**src/hdl/uld_defines.svh**
```systemverilog
// Constants for the serial unit: field positions, reset values, timing counts
`ifndef ULD_DEFINES_SVH
`define ULD_DEFINES_SVH
`define ULD_CLOCK_HZ        40000000
`define ULD_MAX_UART_BPS    625000
`define ULD_MIN_DIV         (`ULD_CLOCK_HZ / `ULD_MAX_UART_BPS)
`define ULD_SBL_BASE        13
`define ULD_SBF_MIN_BITS    11
`define ULD_ENABLE_SYNC     2
`define ULD_CONT_GAP        2
`define ULD_DALI_HZ         1200
`define ULD_DALI_TOL_PCT    10
`define ULD_RX_RESET        8'hff
`define ULD_TX_RESET        8'hff
`define ULD_RXDL_RESET      16'hffff
`define ULD_ROUTE_IRQ_BIT   0
`define ULD_ROUTE_CAP_BIT   1
`endif

```
**src/hdl/uld_pkg.sv**
```systemverilog
// Types shared by the serial unit
`default_nettype none
package uld_pkg;
  typedef enum logic [2:0] {
    ULD_TX_IDLE  = 3'b000,
    ULD_TX_START = 3'b001,
    ULD_TX_DATA  = 3'b010,
    ULD_TX_STOP  = 3'b011,
    ULD_TX_BREAK = 3'b100,
    ULD_TX_GAP   = 3'b101
  } uld_tx_state_t;
  typedef enum logic [1:0] {
    ULD_RX_IDLE  = 2'b00,
    ULD_RX_START = 2'b01,
    ULD_RX_DATA  = 2'b10,
    ULD_RX_STOP  = 2'b11
  } uld_rx_state_t;
endpackage
`default_nettype wire

```
**src/hdl/uld_buf2.sv**
```systemverilog
// Two-entry buffer with valid and ready on both sides
`default_nettype none
module uld_buf2 #(
  parameter int WIDTH = 8
) (
  input  wire logic             i_clock,
  input  wire logic             i_rst,
  input  wire logic             i_flush,
  input  wire logic             i_valid,
  output logic                  o_ready,
  input  wire logic [WIDTH-1:0] i_data,
  output logic                  o_valid,
  input  wire logic             i_ready,
  output logic      [WIDTH-1:0] o_data
);
  logic [WIDTH-1:0] mem_r [2];
  logic             wptr_r;
  logic             rptr_r;
  logic [1:0]       count_r;
  wire              push = i_valid && o_ready;
  wire              pop  = o_valid && i_ready;
  assign o_ready = (count_r != 2'd2);
  assign o_valid = (count_r != 2'd0);
  assign o_data  = mem_r[rptr_r];
  always_ff @(posedge i_clock) begin
    if (i_rst || i_flush) begin
      wptr_r  <= 1'b0;
      rptr_r  <= 1'b0;
      count_r <= 2'd0;
    end else begin
      if (push) begin
        wptr_r <= ~wptr_r;
      end
      if (pop) begin
        rptr_r <= ~rptr_r;
      end
      count_r <= count_r + {1'b0, push} - {1'b0, pop};
    end
  end
  always_ff @(posedge i_clock) begin
    if (push) begin
      mem_r[wptr_r] <= i_data;
    end
  end
endmodule
`default_nettype wire

```
**src/hdl/uld_serial.sv**
```systemverilog
// UART with LIN break support and DALI slave mode
`default_nettype none
`include "uld_defines.svh"
module uld_serial #(
  parameter int PRE_W = 4
) (
  // Clock and reset
  input  wire logic        i_clock,
  input  wire logic        i_rst,
  // Control
  input  wire logic        i_unit_power_enable,
  input  wire logic        i_transmit_enable,
  input  wire logic        i_receive_enable,
  input  wire logic        i_protocol_mode_select,
  input  wire logic        i_char_len_8,
  input  wire logic        i_msb_first,
  input  wire logic        i_tx_invert,
  input  wire logic        i_break_rx_mode,
  input  wire logic [2:0]  i_break_length_field,
  input  wire logic [3:0]  i_base_clock_select,
  input  wire logic [7:0]  i_baud_divisor_control,
  input  wire logic [1:0]  i_input_route_bits,
  // Transmit data
  input  wire logic        i_tx_valid,
  output logic             o_tx_ready,
  input  wire logic [7:0]  i_transmit_buffer,
  input  wire logic        i_send_break,
  // Receive data
  output logic             o_rx_valid,
  output logic [7:0]       o_receive_buffer,
  output logic [15:0]      o_dali_receive,
  output logic             o_overrun_error_flag,
  output logic             o_framing_error_flag,
  output logic             o_parity_error_flag,
  output logic             o_break_received,
  output logic             o_break_error,
  // Events
  output logic             o_transmit_done_irq,
  output logic             o_receive_irq,
  // Pins
  input  wire logic        i_serial_in_pin,
  output logic             o_serial_out_pin,
  output logic             o_external_irq_zero,
  output logic             o_timer_capture_input
);
  // Enables and pin synchronised to the base clock
  logic txe_s, rxe_s, pwr_s, rxd_s;
  uld_sync2 u_sync_txe (.i_clock(i_clock), .i_rst(i_rst), .i_d(~i_transmit_enable),
    .i_init(1'b0), .o_q(txe_s));
  uld_sync2 u_sync_rxe (.i_clock(i_clock), .i_rst(i_rst), .i_d(~i_receive_enable),
    .i_init(1'b0), .o_q(rxe_s));
  uld_sync2 u_sync_pwr (.i_clock(i_clock), .i_rst(i_rst), .i_d(~i_unit_power_enable),
    .i_init(1'b0), .o_q(pwr_s));
  uld_sync2 u_sync_rxd (.i_clock(i_clock), .i_rst(i_rst), .i_d(i_serial_in_pin),
    .i_init(1'b0), .o_q(rxd_s));
  wire pwr_on = ~pwr_s;
  wire tx_on  = pwr_on && ~txe_s;
  wire rx_on  = pwr_on && ~rxe_s;
  wire dali   = i_protocol_mode_select;

  // Base clock prescaler and 8-bit baud generator
  logic [15:0] pre_r;
  logic [7:0]  brg_r;
  logic        tick_r;
  wire [15:0]  pre_lim = 16'((16'd1 << i_base_clock_select) - 16'd1);
  wire [7:0]   div_eff = (i_baud_divisor_control < 8'(`ULD_MIN_DIV))
                         ? 8'(`ULD_MIN_DIV) : i_baud_divisor_control;
  always_ff @(posedge i_clock) begin
    if (i_rst || !pwr_on) begin
      pre_r  <= 16'h0;
      brg_r  <= 8'h0;
      tick_r <= 1'b0;
    end else begin
      tick_r <= 1'b0;
      if (pre_r >= pre_lim) begin
        pre_r <= 16'h0;
        if (brg_r >= div_eff - 8'h1) begin
          brg_r  <= 8'h0;
          tick_r <= 1'b1;
        end else begin
          brg_r <= brg_r + 8'h1;
        end
      end else begin
        pre_r <= pre_r + 16'h1;
      end
    end
  end
  // Half-bit ticks: the DALI transmitter uses two ticks per bit for Manchester halves
  logic [PRE_W-1:0] unused_pre;
  assign unused_pre = '0;

  // Transmit buffer
  logic       txq_valid, txq_pop;
  logic [7:0] txq_data;
  uld_buf2 #(.WIDTH(8)) u_txq (
    .i_clock(i_clock), .i_rst(i_rst), .i_flush(!tx_on),
    .i_valid(i_tx_valid), .o_ready(o_tx_ready), .i_data(i_transmit_buffer),
    .o_valid(txq_valid), .i_ready(txq_pop), .o_data(txq_data));

  // Transmitter
  uld_pkg::uld_tx_state_t tx_st_r;
  logic [15:0] tx_sh_r;
  logic [4:0]  tx_cnt_r;
  logic        tx_half_r;
  logic        tx_line_r;
  logic        tx_cont_r;
  logic        tx_irq_r;
  logic        pout_r;
  wire [4:0]   tx_nbits  = dali ? 5'd16 : (i_char_len_8 ? 5'd8 : 5'd7);
  wire [4:0]   brk_bits  = 5'(`ULD_SBL_BASE) + {2'b00, i_break_length_field};
  wire [7:0]   tx_rev    = {txq_data[0], txq_data[1], txq_data[2], txq_data[3],
                            txq_data[4], txq_data[5], txq_data[6], txq_data[7]};
  wire [7:0]   tx_ord    = i_msb_first ? (i_char_len_8 ? tx_rev : {tx_rev[6:0], 1'b0})
                                       : txq_data;
  wire         tx_bit    = dali ? tx_sh_r[15] : tx_sh_r[0];
  wire         man_bit   = tx_half_r ? tx_bit : ~tx_bit;
  assign txq_pop = tx_on && tick_r && (tx_st_r == uld_pkg::ULD_TX_IDLE) && !i_send_break;
  always_ff @(posedge i_clock) begin
    if (i_rst || !tx_on) begin
      tx_st_r   <= uld_pkg::ULD_TX_IDLE;
      tx_sh_r   <= {8'h00, 8'(`ULD_TX_RESET)};
      tx_cnt_r  <= 5'd0;
      tx_half_r <= 1'b0;
      tx_line_r <= 1'b1;
      tx_cont_r <= 1'b0;
      tx_irq_r  <= 1'b0;
    end else begin
      tx_irq_r <= 1'b0;
      if (tick_r) begin
        case (tx_st_r)
          uld_pkg::ULD_TX_IDLE: begin
            tx_line_r <= 1'b1;
            if (i_send_break && !dali) begin
              tx_st_r  <= uld_pkg::ULD_TX_BREAK;
              tx_cnt_r <= 5'd0;
            end else if (txq_valid) begin
              tx_sh_r  <= dali ? {txq_data, 8'h00} : {8'h00, tx_ord};
              tx_st_r  <= uld_pkg::ULD_TX_START;
              tx_cnt_r <= 5'd0;
            end
          end
          uld_pkg::ULD_TX_START: begin
            tx_line_r <= dali ? ~tx_half_r : 1'b0;
            tx_half_r <= dali ? ~tx_half_r : 1'b0;
            if (!dali || tx_half_r) begin
              tx_st_r <= uld_pkg::ULD_TX_DATA;
            end
          end
          uld_pkg::ULD_TX_DATA: begin
            tx_line_r <= dali ? man_bit : tx_bit;
            tx_half_r <= dali ? ~tx_half_r : 1'b0;
            if (!dali || tx_half_r) begin
              tx_sh_r  <= dali ? {tx_sh_r[14:0], 1'b0} : {1'b0, tx_sh_r[15:1]};
              tx_cnt_r <= tx_cnt_r + 5'd1;
              if (tx_cnt_r == tx_nbits - 5'd1) begin
                tx_st_r <= uld_pkg::ULD_TX_STOP;
              end
            end
          end
          uld_pkg::ULD_TX_STOP: begin
            tx_line_r <= 1'b1;
            tx_irq_r  <= 1'b1;
            tx_cont_r <= txq_valid;
            tx_cnt_r  <= 5'd0;
            tx_st_r   <= txq_valid ? uld_pkg::ULD_TX_GAP : uld_pkg::ULD_TX_IDLE;
          end
          uld_pkg::ULD_TX_BREAK: begin
            tx_line_r <= 1'b0;
            tx_cnt_r  <= tx_cnt_r + 5'd1;
            if (tx_cnt_r == brk_bits) begin
              tx_line_r <= 1'b1;
              tx_irq_r  <= 1'b1;
              tx_st_r   <= uld_pkg::ULD_TX_IDLE;
            end
          end
          default: begin
            tx_st_r <= uld_pkg::ULD_TX_IDLE;
          end
        endcase
      end else if (tx_st_r == uld_pkg::ULD_TX_GAP) begin
        tx_cnt_r <= tx_cnt_r + 5'd1;
        if (tx_cnt_r >= 5'(`ULD_CONT_GAP) - 5'd1) begin
          tx_st_r  <= uld_pkg::ULD_TX_IDLE;
          tx_cnt_r <= 5'd0;
        end
      end
    end
  end
  always_ff @(posedge i_clock) begin
    if (i_rst) begin
      pout_r              <= 1'b1;
      o_transmit_done_irq <= 1'b0;
    end else begin
      // Pin always from a flop, so a halted clock holds its level
      pout_r              <= tx_line_r ^ (i_tx_invert && !dali);
      o_transmit_done_irq <= tx_irq_r;
    end
  end
  assign o_serial_out_pin = pout_r;

  // Receiver
  uld_pkg::uld_rx_state_t rx_st_r;
  logic [15:0] rx_sh_r;
  logic [4:0]  rx_cnt_r;
  logic        rx_low_r;
  logic [4:0]  rx_low_cnt_r;
  logic        rxd_d_r;
  wire [4:0]   rx_nbits = dali ? 5'd16 : (i_char_len_8 ? 5'd8 : 5'd7);
  wire         brk_mode = i_break_rx_mode && !dali;
  wire [7:0]   rx_byte  = i_char_len_8 ? rx_sh_r[15:8] : {1'b0, rx_sh_r[15:9]};
  wire [7:0]   rx_msb   = {rx_sh_r[8], rx_sh_r[9], rx_sh_r[10], rx_sh_r[11],
                           rx_sh_r[12], rx_sh_r[13], rx_sh_r[14], rx_sh_r[15]};
  wire [7:0]   rx_out   = i_msb_first ? (i_char_len_8 ? rx_msb : {rx_msb[7:1], 1'b0})
                                      : rx_byte;
  always_ff @(posedge i_clock) begin
    if (i_rst || !rx_on) begin
      rx_st_r              <= uld_pkg::ULD_RX_IDLE;
      rx_sh_r              <= {8'hff, 8'(`ULD_RX_RESET)};
      rx_cnt_r             <= 5'd0;
      rx_low_cnt_r         <= 5'd0;
      rx_low_r             <= 1'b0;
      rxd_d_r              <= 1'b1;
      o_rx_valid           <= 1'b0;
      o_receive_irq        <= 1'b0;
      o_break_received     <= 1'b0;
      o_break_error        <= 1'b0;
      o_overrun_error_flag <= 1'b0;
      o_framing_error_flag <= 1'b0;
      o_parity_error_flag  <= 1'b0;
      o_receive_buffer     <= `ULD_RX_RESET;
      o_dali_receive       <= `ULD_RXDL_RESET;
    end else begin
      rxd_d_r       <= rxd_s;
      o_rx_valid    <= 1'b0;
      o_receive_irq <= 1'b0;
      o_break_error <= 1'b0;
      if (tick_r) begin
        case (rx_st_r)
          uld_pkg::ULD_RX_IDLE: begin
            if (!rxd_s) begin
              rx_st_r      <= uld_pkg::ULD_RX_DATA;
              rx_cnt_r     <= 5'd0;
              rx_low_cnt_r <= 5'd1;
              rx_low_r     <= 1'b1;
            end
          end
          uld_pkg::ULD_RX_DATA: begin
            if (rx_low_r && !rxd_s && rx_low_cnt_r != 5'h1f) begin
              rx_low_cnt_r <= rx_low_cnt_r + 5'd1;
            end else begin
              rx_low_r <= 1'b0;
            end
            if (!brk_mode) begin
              rx_sh_r <= dali ? {rx_sh_r[14:0], rxd_s} : {rxd_s, rx_sh_r[15:1]};
            end
            rx_cnt_r <= rx_cnt_r + 5'd1;
            if (brk_mode ? rxd_s && !rx_low_r : rx_cnt_r == rx_nbits - 5'd1) begin
              rx_st_r <= uld_pkg::ULD_RX_STOP;
            end
          end
          uld_pkg::ULD_RX_STOP: begin
            rx_st_r <= uld_pkg::ULD_RX_IDLE;
            if (brk_mode) begin
              if (rx_low_cnt_r >= 5'(`ULD_SBF_MIN_BITS)) begin
                o_break_received <= 1'b1;
                o_receive_irq    <= 1'b1;
              end else begin
                o_break_error <= 1'b1;
              end
            end else if (dali) begin
              o_dali_receive <= rx_sh_r;
              o_rx_valid     <= 1'b1;
              o_receive_irq  <= 1'b1;
            end else begin
              o_framing_error_flag <= !rxd_s;
              o_overrun_error_flag <= o_rx_valid;
              o_parity_error_flag  <= 1'b0;
              o_receive_buffer     <= rx_out;
              o_rx_valid           <= 1'b1;
              o_receive_irq        <= 1'b1;
            end
          end
          default: begin
            rx_st_r <= uld_pkg::ULD_RX_IDLE;
          end
        endcase
      end
    end
  end

  // Internal routing of receive input
  always_ff @(posedge i_clock) begin
    if (i_rst) begin
      o_external_irq_zero   <= 1'b1;
      o_timer_capture_input <= 1'b1;
    end else begin
      o_external_irq_zero   <= i_input_route_bits[`ULD_ROUTE_IRQ_BIT] ? rxd_s : 1'b1;
      o_timer_capture_input <= i_input_route_bits[`ULD_ROUTE_CAP_BIT] ? rxd_s : 1'b1;
    end
  end
  logic unused_rxd;
  assign unused_rxd = rxd_d_r;
endmodule
`default_nettype wire

```
**src/hdl/uld_sync2.sv**
```systemverilog
// Two-flop synchroniser for a single level
`default_nettype none
module uld_sync2 (
  input  wire logic i_clock,
  input  wire logic i_rst,
  input  wire logic i_d,
  input  wire logic i_init,
  output logic      o_q
);
  logic meta_r;
  always_ff @(posedge i_clock) begin
    if (i_rst) begin
      meta_r <= 1'b1;
      o_q    <= 1'b1;
    end else begin
      meta_r <= i_d;
      o_q    <= meta_r;
    end
  end
  logic unused_init;
  assign unused_init = i_init;
endmodule
`default_nettype wire

```
**config.mk**
```make
export PLATFORM = sky130hd
export DESIGN_NAME = uld_serial
export DESIGN_NICKNAME = d
export VERILOG_FILES = /design/src/hdl/uld_pkg.sv /design/src/hdl/uld_buf2.sv /design/src/hdl/uld_serial.sv /design/src/hdl/uld_sync2.sv
export VERILOG_INCLUDE_DIRS = /design/src /design/src/hdl
export SDC_FILE = /design/constraint.sdc
export NUM_CORES = 1
export LEC_CHECK = 0
export BUFFER_PORTS_ARGS = -buffer_cell sky130_fd_sc_hd__buf_2
export CAP_MARGIN = 5
export CORE_MARGIN = 10
export CORE_UTILIZATION = 45
export CTS_CLUSTER_DIAMETER = 40
export DETAILED_ROUTE_END_ITERATION = 12
export PLACE_DENSITY = 0.68
export SLEW_MARGIN = 20
export SYNTH_ARGS = -nofsm -noshare
export SYNTH_HDL_FRONTEND = slang
export SYNTH_SLANG_ARGS = --single-unit
```
**constraint.sdc**
```tcl
create_clock -name i_clock -period 3.1 [get_ports i_clock]
set_input_delay 0.155 -clock i_clock [delete_from_list [all_inputs] [get_ports i_clock]]
set_output_delay 0.155 -clock i_clock [all_outputs]
set_load 0.005 [all_outputs]
```
; ---- After elaboration in Yosys (flattened, before gate mapping)
; Memories as Yosys holds them, arrays and structs flattened. A register that Yosys moved wholly into a read port is not among the register bits.
; Index checks and enable logic that the tools add are counted.
; W data, S select, Z words.
[totals]
reg_bits = 127
ram_bits = 16
in_bits = 38
out_inout_bits = 36
word_cells = 213
mem_count = 1
[op_classes]
addsub = 11
n_lt_le_gt_ge = 5
eq_ne = 25
shift = 1
mux = 62
bitwise = 18
reduce_logical = 53
[mem_list]
columns = memory, depth, word_bits, rd, rd_ports_with_merged_regs, wr, line_no
row1 = u_txq.mem_r, 2, 8, 1, 1, 1, uld_buf2.sv:16  ; logic [WIDTH-1:0] mem_r [2];
[ops]
columns = cell, count
row1 = $mux W16, 6
row2 = $mux W5, 10
row3 = $mux W8, 6
row4 = $pmux W16 S2, 1
row5 = $mux W3, 10
row6 = $reduce_and A4 Y1, 6
row7 = $pmux W5 S2, 2
row8 = $pmux W5 S4, 1
row9 = $mux W1, 18
row10 = $not A1 Y1, 17
row11 = $add A16 B1 Y16 const B, 1
row12 = $ge A16 B16 Y1, 1
row13 = $ne A2 B2 Y1 const B, 8
row14 = $shl A1 B4 Y16 const A, 1
row15 = $sub A16 B1 Y16 const B, 1
row16 = $add A5 B1 Y5 const B, 3
row17 = $eq A5 B5 Y1, 3
row18 = $pmux W3 S5, 1
row19 = $reduce_or A2 Y1, 7
row20 = $logic_and A1 B1 Y1, 13
row21 = $ne A3 B3 Y1 const B, 4
row22 = $reduce_bool A2 Y1, 5
row23 = $reduce_and A3 Y1, 3
row24 = $add A8 B1 Y8 const B, 1
row25 = 32 further kinds, 46

; ---- Logic depth before layout (Yosys ltp)
; Gate-level depths: netlist (run 1).
[depth]
depth_word = 8
ltp_mapped = 15
mapped_depth_nobuf = 14

; ---- Hierarchy
; A second synthesis (run 1) with hierarchy kept.
[hier_totals]
hier_cells = 908
hier_area_um2 = 7652.3
[by_module_without_submodules]
columns = mod, instances, cells_each, area_each_um2, seq_area_each_um2
row1 = uld_serial, 1, 839, 6617.6, 2302.2
row2 = uld_buf2, 1, 53, 824.5, 580.6
row3 = uld_sync2, 4, 4, 52.6, 40.0

; ---- Worst setup path after synthesis (run 1)
; No wires, ideal clock.
[synth_timing]
path_kind = input port to flip-flop
startpoint = in i_base_clock_select[0]
endpoint = reg brg_r[7]
setup_ps = 130
t_arrival_ps = 3046
required_ps = 2970
path_slack_ps = -76
cell_stages = 14
n_path_buf = 2
path_cell_list = or2_2 or3_1 ha_1 clkbuf_1 nor2_1 a31oi_1 o22a_1 ha_1 nand4_4 a311o_1 o211a_2 buf_6 o41ai_1 a21oi_1
[synth_between]
elab_chain_len = 3
[synth_rtl]
columns = element, line_no
row1 = from (decl), uld_serial.sv:20  ; input wire logic [3:0] i_base_clock_select,
row2 = $shl A1 B4 Y16, uld_serial.sv:65  ; wire [15:0] pre_lim = 16'((16'd1 << i_base_clock_select) - 16'd1);
row3 = $sub A16 B1 Y16, uld_serial.sv:65
row4 = $ge A16 B16 Y1, uld_serial.sv:75  ; if (pre_r >= pre_lim) begin
row5 = to (signal assigned), uld_serial.sv:81  ; brg_r <= brg_r + 8'h1;
row6 = to (decl), uld_serial.sv:63  ; logic [7:0] brg_r;
; Every way passes these cells.
; A chain may end at the register's enable or synchronous reset.

; ---- Final worst setup path (run 1)
[layout_timing]
startpoint = in i_base_clock_select[0]
endpoint = reg brg_r[5]
; Same word-level chain as after synthesis.

==> summary.md, run 1 <==
| Metric | Value |
|---|---|
| Later-pin clock latency in the skew report | 0.41 ns |
| Crit-path cells | buf_2 > or2_4 > or3_4 > ha_4 > or2_4 > o22a_1 > nor2_1 > a41oi_1 > ha_1 > a21oi_1 > o21ai_1 > a2111oi_4 > o211a_4 > buf_4 > o21ai_2 > a21oi_1 |
| Post-synth ARST share | 0 |
| Number of synthesized register bits | 144 |
| Post-Syn Area | 0.00752 mm2 |
| Layout Cells excl Fill | 1,203 |
| Number of buffers and inverters on the critical path | 2 |
| Worst slew margin relative to its limit | 0.487 |
| Pre-CTS setup slack | -0.442 ns |
| Largest net degree at the start of global routing | 43 |
| Setup WS post-layout | between 0.15 and 0.2 ns |
| DP Wirelength | 12,200 um |
| Critical R2R Launch | tx_st_r[1] |
| Setup-failing EPs final | 0 |
| H-tree levels | 4 |
| Setup TNS | 0 ns |
| Worst Tran Pin Value | between 0.7 and 0.8 ns |
| Clock share of power | 0.495 |
| Gpl congestion | 0.851 |
| Part of the power in combinational logic | 0.062 |
| Area growth syn-to-layout | 19.4% |
| # DRC | 0 |
| Row count | between 40 and 50 |
| Die Y | 149 um |
| Critical path type | in -> reg |
| Fin Hold WS | approximately 0.11 ns |
| Synth Instances | 891 |
| GRT Total Usage | 0.156 |
| Cell accounting for the most synthesized area | dfxtp_1 |
| Cell Pwr Density | 479 mW/mm2 |
| Most area-consuming cells after synthesis | dfxtp_1, edfxtp_1, ha_1 |
| Switching Share | 0.218 |
| DR vias/cell | 5.42 |
| Routed Antenna Nets | 0 |
| Reg2Reg Capture Point | u_txq.count_r[1] |
| Die width | 149 um |
| Num ports | 74 |
| Post-synth EDFFs | 16 |
| Net switching power | roughly 0.94 mW |
| Tcrit/Tclk final | 0.942 |
| Sequential area share after synthesis | 0.405 |
| Count of cell types in the netlist | 65 |
| Post-CTS Repair Setup Buffers | 0 |
| Hold path depth | 2 |
| Vias in the first global route | 6,053 |
| Avg Cell Area, Syn | roughly 8.4 um2 |
| Wirelength per Cell | between 10 and 15 um |
| TritonCTS Buffers | 17 |
| Dpl cells | 1,157 |
| CP arrival | 3.26 ns |
| Worst Setup End Kind | flop |
| Fin crit period | 2.92 ns |
| Initial Utilization | 0.457 |
| Antenna Diode Count | 0 |
| Final #Nets | between 1k and 1.5k |
| Req. time, crit path | 3.44 ns |
| Core Region | 0.0165 mm2 |
| Endpoints failing hold | 0 |
| Post-Layout Inst Area | 0.00898 mm2 |
| Final Max Tran Viols | 0 |
| Die ar. | between 0.02 and 0.025 mm2 |
| Flop pwr share | 0.443 |
| Cell Int Power | roughly 3.4 mW |
| Antenna violations before repair | 0 |
| LEAKAGE | 3.62 nW |
| Utilization after layout | 0.545 |
| Min-delay src | i_rst |
| Sink Count | 144 |
| Overall power | about 4.3 mW |
| Worst Setup Start Kind | input pin |
| F_max | 342 MHz |
| Clk slew on worst S/H paths | approximately 0.06 ns |
| Buffers added on ports | 72 |
| CP max-delay cell | or3_4 |
| Clk buf depth | 2 |
| Crit path max-delay family | compound AO/OA/AOI/OAI gates |
| Reg2reg setup slack | 0.84 ns |
| Initial DRC Count | roughly 350 |
| Count leader, synth | dfxtp_1 |
| Hold Path Class | in -> reg |
| Number of synthesis warnings | 0 |
| Status | completed |
| CP max FO | 12 |
| Total gr overflow | 0 |
| Cell Area, Placed | 0.00819 mm2 |
| Maxcap violations | 0 |
| CTS tree | done |
| Fraction of layout cells with a size suffix above 1 | 0.155 |
| Most used flip-flop cell after synthesis | dfxtp_1 |
| Worst reg2reg path depth | 10 |
| Vias | 6,525 |
| Hold Crit Endpoint | o_transmit_done_irq |
| First-pass GRT wire length | 29,300 um |
| Peak supply drop | 0.383 mV |
| Clk_skew | 0.00885 ns |
| Number of detailed-route iterations in the first pass | 5 |
| Post-synth top cells | dfxtp_1, nand2_1, nor2_1 |
| Routed wire length | 17,200 um |
| Yosys top cell area share | 0.341 |
| Delay of the slowest critical-path stage | roughly 0.4 ns |
| Syn_nets | ~970 |
| CTS Root Cell | clkbuf_16 |
[power groups by stage]
stage                     combinational, mW  clock, mW  sequential [mW]
after floorplan                       0.168          0             1.94
after global placement                0.246          0             1.94
after detailed placement              0.250          0             1.94
after CTS                             0.266       2.16             1.90
after global routing                  0.301       2.25             1.90
final                                 0.267       2.13             1.90
[registers in the layout, summed over array words and instances, names as in the netlist, 2 cells and up, named ones only]
register / flops
brg_r: 8
o_dali_receive: 16
o_receive_buffer: 8
pre_r: 16
rx_cnt_r: 5
rx_low_cnt_r: 5
rx_sh_r: 16
rx_st_r: 2
tx_cnt_r: 5
tx_sh_r: 16
tx_st_r: 3
u_txq.count_r: 2
u_txq.mem_r: 16
[cells by family (layout without fill, tap and decap cells)]
group                    after synthesis  after routing  synth area share
other                                  2              2          0.000999
adder cells (fa/ha/maj)               37             37            0.0616
XOR/XNOR                              37             37            0.0431
buffers and inverters                 73            165            0.0398
multiplexers                          40             40            0.0534
AND/OR/NAND/NOR                      366            366             0.226
AO/OA/AOI/OAI                        192            192             0.171
flip-flops                           144            144             0.405
[worst max-delay path by stage]
stage	startpoint	end	cells after the start
after floorplan	i_base_clock_select[0]	brg_r[4]	13
after global placement	i_base_clock_select[0]	pre_r[10]	14
after detailed placement	i_base_clock_select[0]	pre_r[13]	14
after CTS	i_base_clock_select[0]	pre_r[8]	14
after global routing	i_base_clock_select[0]	brg_r[6]	16
final	i_base_clock_select[0]	brg_r[5]	16
[what timing repair did]
| action | CTS | global route |
|---|---|---|
| hold buffers | 14 | 0 |
| hold endpoints to repair | 22 | 0 |
| setup endpoints to repair | 13 | 21 |
| gates resized for setup | 1 | 2 |
[cell type report]
class | instances | area, um2
Sequential cell | 144 | 3040
Tap cell | 220 | 275
Fill cell | 1530 | 7480
Inverter | 22 | 82.6
Timing Repair Buffer | 111 | 688
Clock buffer | 21 | 472
Multi-Input combinational cell | 674 | 4270
Clock inverter | 11 | 153
[layer usage]
metal | vias up | global-route usage | part of all wire
met1 | 3048 | 0.206 | 0.47
met5 | - | 0 | 0
li1 | 3325 | - | -
met4 | 0 | 0.0402 | 0.011
met3 | 18 | 0.0367 | 0.048
met2 | 134 | 0.250 | 0.47
[placed cells by master (no fill, tap or decap), drive strengths merged, types with 3 or more instances in the layout]
master and count:
dfxtp 128, nand2 118, nor2 109, buf 97, a21oi 50, mux2i 39, o21ai 38, ha 37
nand3 35, o211ai 27, inv 24, xor2 21, clkbuf 21, nor3 20, nand2b 18, a211oi 16
xnor2 16, edfxtp 16, dlygate4sd3 14, and3 12, nor2b 10, o31ai 9, a221oi 9, or2 8
a31oi 7, and2 7, nand4 7, clkinv 6, nor4 5, or4 5, a21o 4, nand3b 4
o22a 4, bufinv 3, a41oi 3, o41ai 3, or3 3
Power figures use the tool's default switching activity.
==> inputs of run 2 (changes only) <==
- ABC_AREA: unset -> 1
- GPL_TIMING_DRIVEN: unset -> 1
- PLACE_DENSITY: 0.68 -> 0.66
==> run 2 against run 1 <==
Fmax up 15%. Core utilization fell by 1.2 points. Critical path depth rose by 1. Hold slack got worse by 0.074 ns. Area after synthesis up 2.1%. Synthesized cell count is 20% higher. Final cell count rose by 15%. Critical endpoint is now pre_r[12]. Largest power group is now registers.
==> summary.md, run 2 <==
| Metric | Value |
|---|---|
| Endpoints failing hold | 0 (unchanged) |
| Layout Cells excl Fill | 1,379 (was 1,203) |
| Setup-failing EPs final | 0 (unchanged) |
| Routed met3 length | 806 um (was 831 um) |
| Gpl congestion | 0.884 (was 0.851) |
| CP arrival | 2.82 ns (was 3.26 ns) |
| Number of synthesized register bits | 144 (unchanged) |
| DP Wirelength | 12,800 um (was 12,200 um) |
| GRT Total Usage | 0.159 (was 0.156) |
| Commonest non-fill, non-tap cells in the layout | nand2_1, dfxtp_1, inv_1 (was dfxtp_1, nand2_1, nor2_1) |
| Routed length on met2 | 8050 um (was 8090 um) |
| Fraction of layout cells with a size suffix above 1 | 0.116 (was 0.155) |
| Status | completed (unchanged) |
| Pre-CTS setup slack | 0.142 ns (was -0.442 ns) |
| Unrepaired setup endpoints after global routing | no |
| Total gr overflow | 0 (unchanged) |
| Cell accounting for the most synthesized area | dfxtp_1 (unchanged) |
| Sink Count | 144 (unchanged) |
| Final Max Tran Viols | 0 (unchanged) |
| Sequential area share after synthesis | 0.396 (was 0.405) |
| Post-Route M1 WL | 8580 um (was 8140 um) |
| Initial DRC Count | 395 (was 349) |
| Register area | 0.00304 mm2 (unchanged) |
| Number of detailed-route iterations in the first pass | 5 (unchanged) |
| Antenna Diode Count | 0 (unchanged) |
| Peak supply drop | 0.378 mV (was 0.383 mV) |
| Worst Tran Pin Value | 0.735 ns (was 0.769 ns) |
| Req. time, crit path | 3.38 ns (was 3.44 ns) |
| DR top layer | met4 (unchanged) |
| Hold Path Class | in -> reg (unchanged) |
| Post-cts sizing count | 0 (was 1) |
| Overall power | 4.05 mW (was 4.30 mW) |
| Largest net degree at the start of global routing | 52 (was 43) |
| F_max | 395 MHz (was 342 MHz) |
| Dpl cells | 1,334 (was 1,157) |
| # fillers | 1,619 (was 1,530) |
| CTS tree | done (unchanged) |
| DR vias/cell | 5.01 (was 5.42) |
| Setup WS post-layout | 0.567 ns (was 0.180 ns) |
| Number of synthesis warnings | 0 (unchanged) |
| Count of cell types in the netlist | 48 (was 65) |
| Clk buf depth | 2 (unchanged) |
| Syn_nets | 1,144 (was 966) |
| TritonCTS Buffers | 17 (unchanged) |
| Post-synth top cells | nand2_1, dfxtp_1, inv_1 (was dfxtp_1, nand2_1, nor2_1) |
| Post-CTS Repair Setup Buffers | 0 (unchanged) |
| Cell Pwr Density | 456 mW/mm2 (was 479 mW/mm2) |
| Core Region | 0.0166 mm2 (was 0.0165 mm2) |
| Antenna violations before repair | 0 (unchanged) |
| First-pass GRT wire length | 29,900 um (was 29,300 um) |
| CTS Root Cell | clkbuf_16 (unchanged) |
| Worst Setup Start Kind | input pin (unchanged) |
| Synth Instances | 1,069 (was 891) |
| Worst Setup End Kind | flop (unchanged) |
| Fin Hold WS | 0.0318 ns (was 0.106 ns) |
| Clk_skew | 0.00795 ns (was 0.00885 ns) |
| Most area-consuming cells after synthesis | dfxtp_1, nand2_1, o21ai_0 (was dfxtp_1, edfxtp_1, ha_1) |
| Hold bufs inserted after CTS | 14 (unchanged) |
| LEAKAGE | 3.90 nW (was 3.62 nW) |
| Vias | 6,907 (was 6,525) |
| Wirelength per Cell | 12.8 um (was 14.3 um) |
| Post-synth EDFFs | 16 (unchanged) |
| # DRC | 0 (unchanged) |
| Worst slew margin relative to its limit | 0.509 (was 0.487) |
| Maxcap violations | 0 (unchanged) |
| Later-pin clock latency in the skew report | 0.41 ns (about the same) |
| Fin crit period | 2.53 ns (was 2.92 ns) |
| Row count | 47 (unchanged) |
| Final #Nets | 1,222 (was 1,045) |
| Post-synth ARST share | 0 (unchanged) |
| Critical path type | in -> reg (unchanged) |
| Setup TNS | 0 ns (unchanged) |
| Routed wire length | 17,700 um (was 17,200 um) |
| Post-Syn Area | 0.00768 mm2 (was 0.00752 mm2) |
| Area growth syn-to-layout | 15.6% (was 19.4%) |
| Count leader, synth | nand2_1 (was dfxtp_1) |
| Routed Antenna Nets | 0 (unchanged) |
| Yosys top cell area share | 0.334 (was 0.341) |
| Area of the multi-input gates | 0.00400 mm2 (was 0.00427 mm2) |
| Most used flip-flop cell after synthesis | dfxtp_1 (unchanged) |
| Buffers added on ports | 72 (unchanged) |
| H-tree levels | 4 (unchanged) |
| Tcrit/Tclk final | 0.817 (was 0.942) |
| Die Y | 151 um (was 149 um) |
| Num ports | 74 (unchanged) |
| Die ar. | 0.0227 mm2 (was 0.0223 mm2) |
| Die width | 151 um (was 149 um) |
| Vias in the first global route | 6,397 (was 6,053) |
| Most common cell after layout, fill and taps aside | nand2_1 (was dfxtp_1) |
| CP max FO | 16 (was 12) |
| Clk slew on worst S/H paths | 0.06 ns (about the same) |
| Initial Utilization | 0.462 (was 0.457) |
| Avg Cell Area, Syn | 7.19 um2 (was 8.44 um2) |
-- run 2: cell types whose count changed after synthesis, sizes merged, moves of 11 or more --
cell / change
a211oi: -14
a21oi: +28
and3: -11
clkbuf: -25
inv: +104
mux2i: -39
nand2: +136
nand2b: -18
o21ai: +68
-- run 2: layout make-up --
type	instances	area share
Clock buffer	19	0.0489
Multi-Input combinational cell	766	0.450
Timing Repair Buffer	92	0.0614
Clock inverter	12	0.0128
Sequential cell	144	0.343
Tap cell	220	0.0310
Inverter	126	0.0533
-- run 2: critical path: stages --
cell and delay, ns:
buf_2 0.14, inv_1 0.11, nand3_1 0.12, ha_1 0.18, inv_1 0.05, a21oi_1 0.26, nand2_1 0.18, nor2_1 0.13
a31oi_1 0.06, ha_1 0.29, nand2_1 0.04, inv_1 0.06, nand3_1 0.07, nor3_1 0.31, nand2_2 0.23, nand4_2 0.35
nor3_1 0.08
-- run 2: per-layer routing --
layer | up-vias | GRT usage
met4 | 0 | 0.0529
met2 | 132 | 0.260
li1 | 3675 | -
met3 | 17 | 0.0321
met5 | - | 0
met1 | 3083 | 0.206
-- run 2: cell families (layout without fill, tap and decap cells) --
kind of cell               Yosys count  in the layout  share of synthesized area
AOI/OAI and AO/OA                  230            230                      0.166
xor gates and xnor gates            32             32                     0.0365
adders and majority gates           37             37                     0.0603
buffers and inverters              159            249                     0.0841
DFF                                144            144                      0.396
other                                2              2                   0.000978
and+or+nand+nor                    465            465                      0.256
-- run 2: metrics by stage --
step	util	instance area, um2
final	0.534	8880
after global routing	0.534	8880
after detailed placement	0.492	8190
after floorplan	-	7680
after global placement	0.492	8190
after CTS	0.534	8880
-- run 2: worst paths after layout --
check | slack, ns | to | startpoint | cells past startpoint
worst max-delay path | 0.57 | pre_r[12] | i_base_clock_select[3] | 17
worst min-delay path | 0.03 | o_transmit_done_irq | i_rst | 2
worst max register to register | 1.06 | pre_r[12] | pre_r[5] | 8
worst min register to register | 0.40 | u_sync_txe.o_q | u_sync_txe.meta_r | 1
-- run 2: report_power, final --
part	leakage, nW	switching (mW)	internal (mW)
clock	0.259	0.791	1.11
sequential	1.19	0.00397	1.90
combinational	2.45	0.154	0.0947
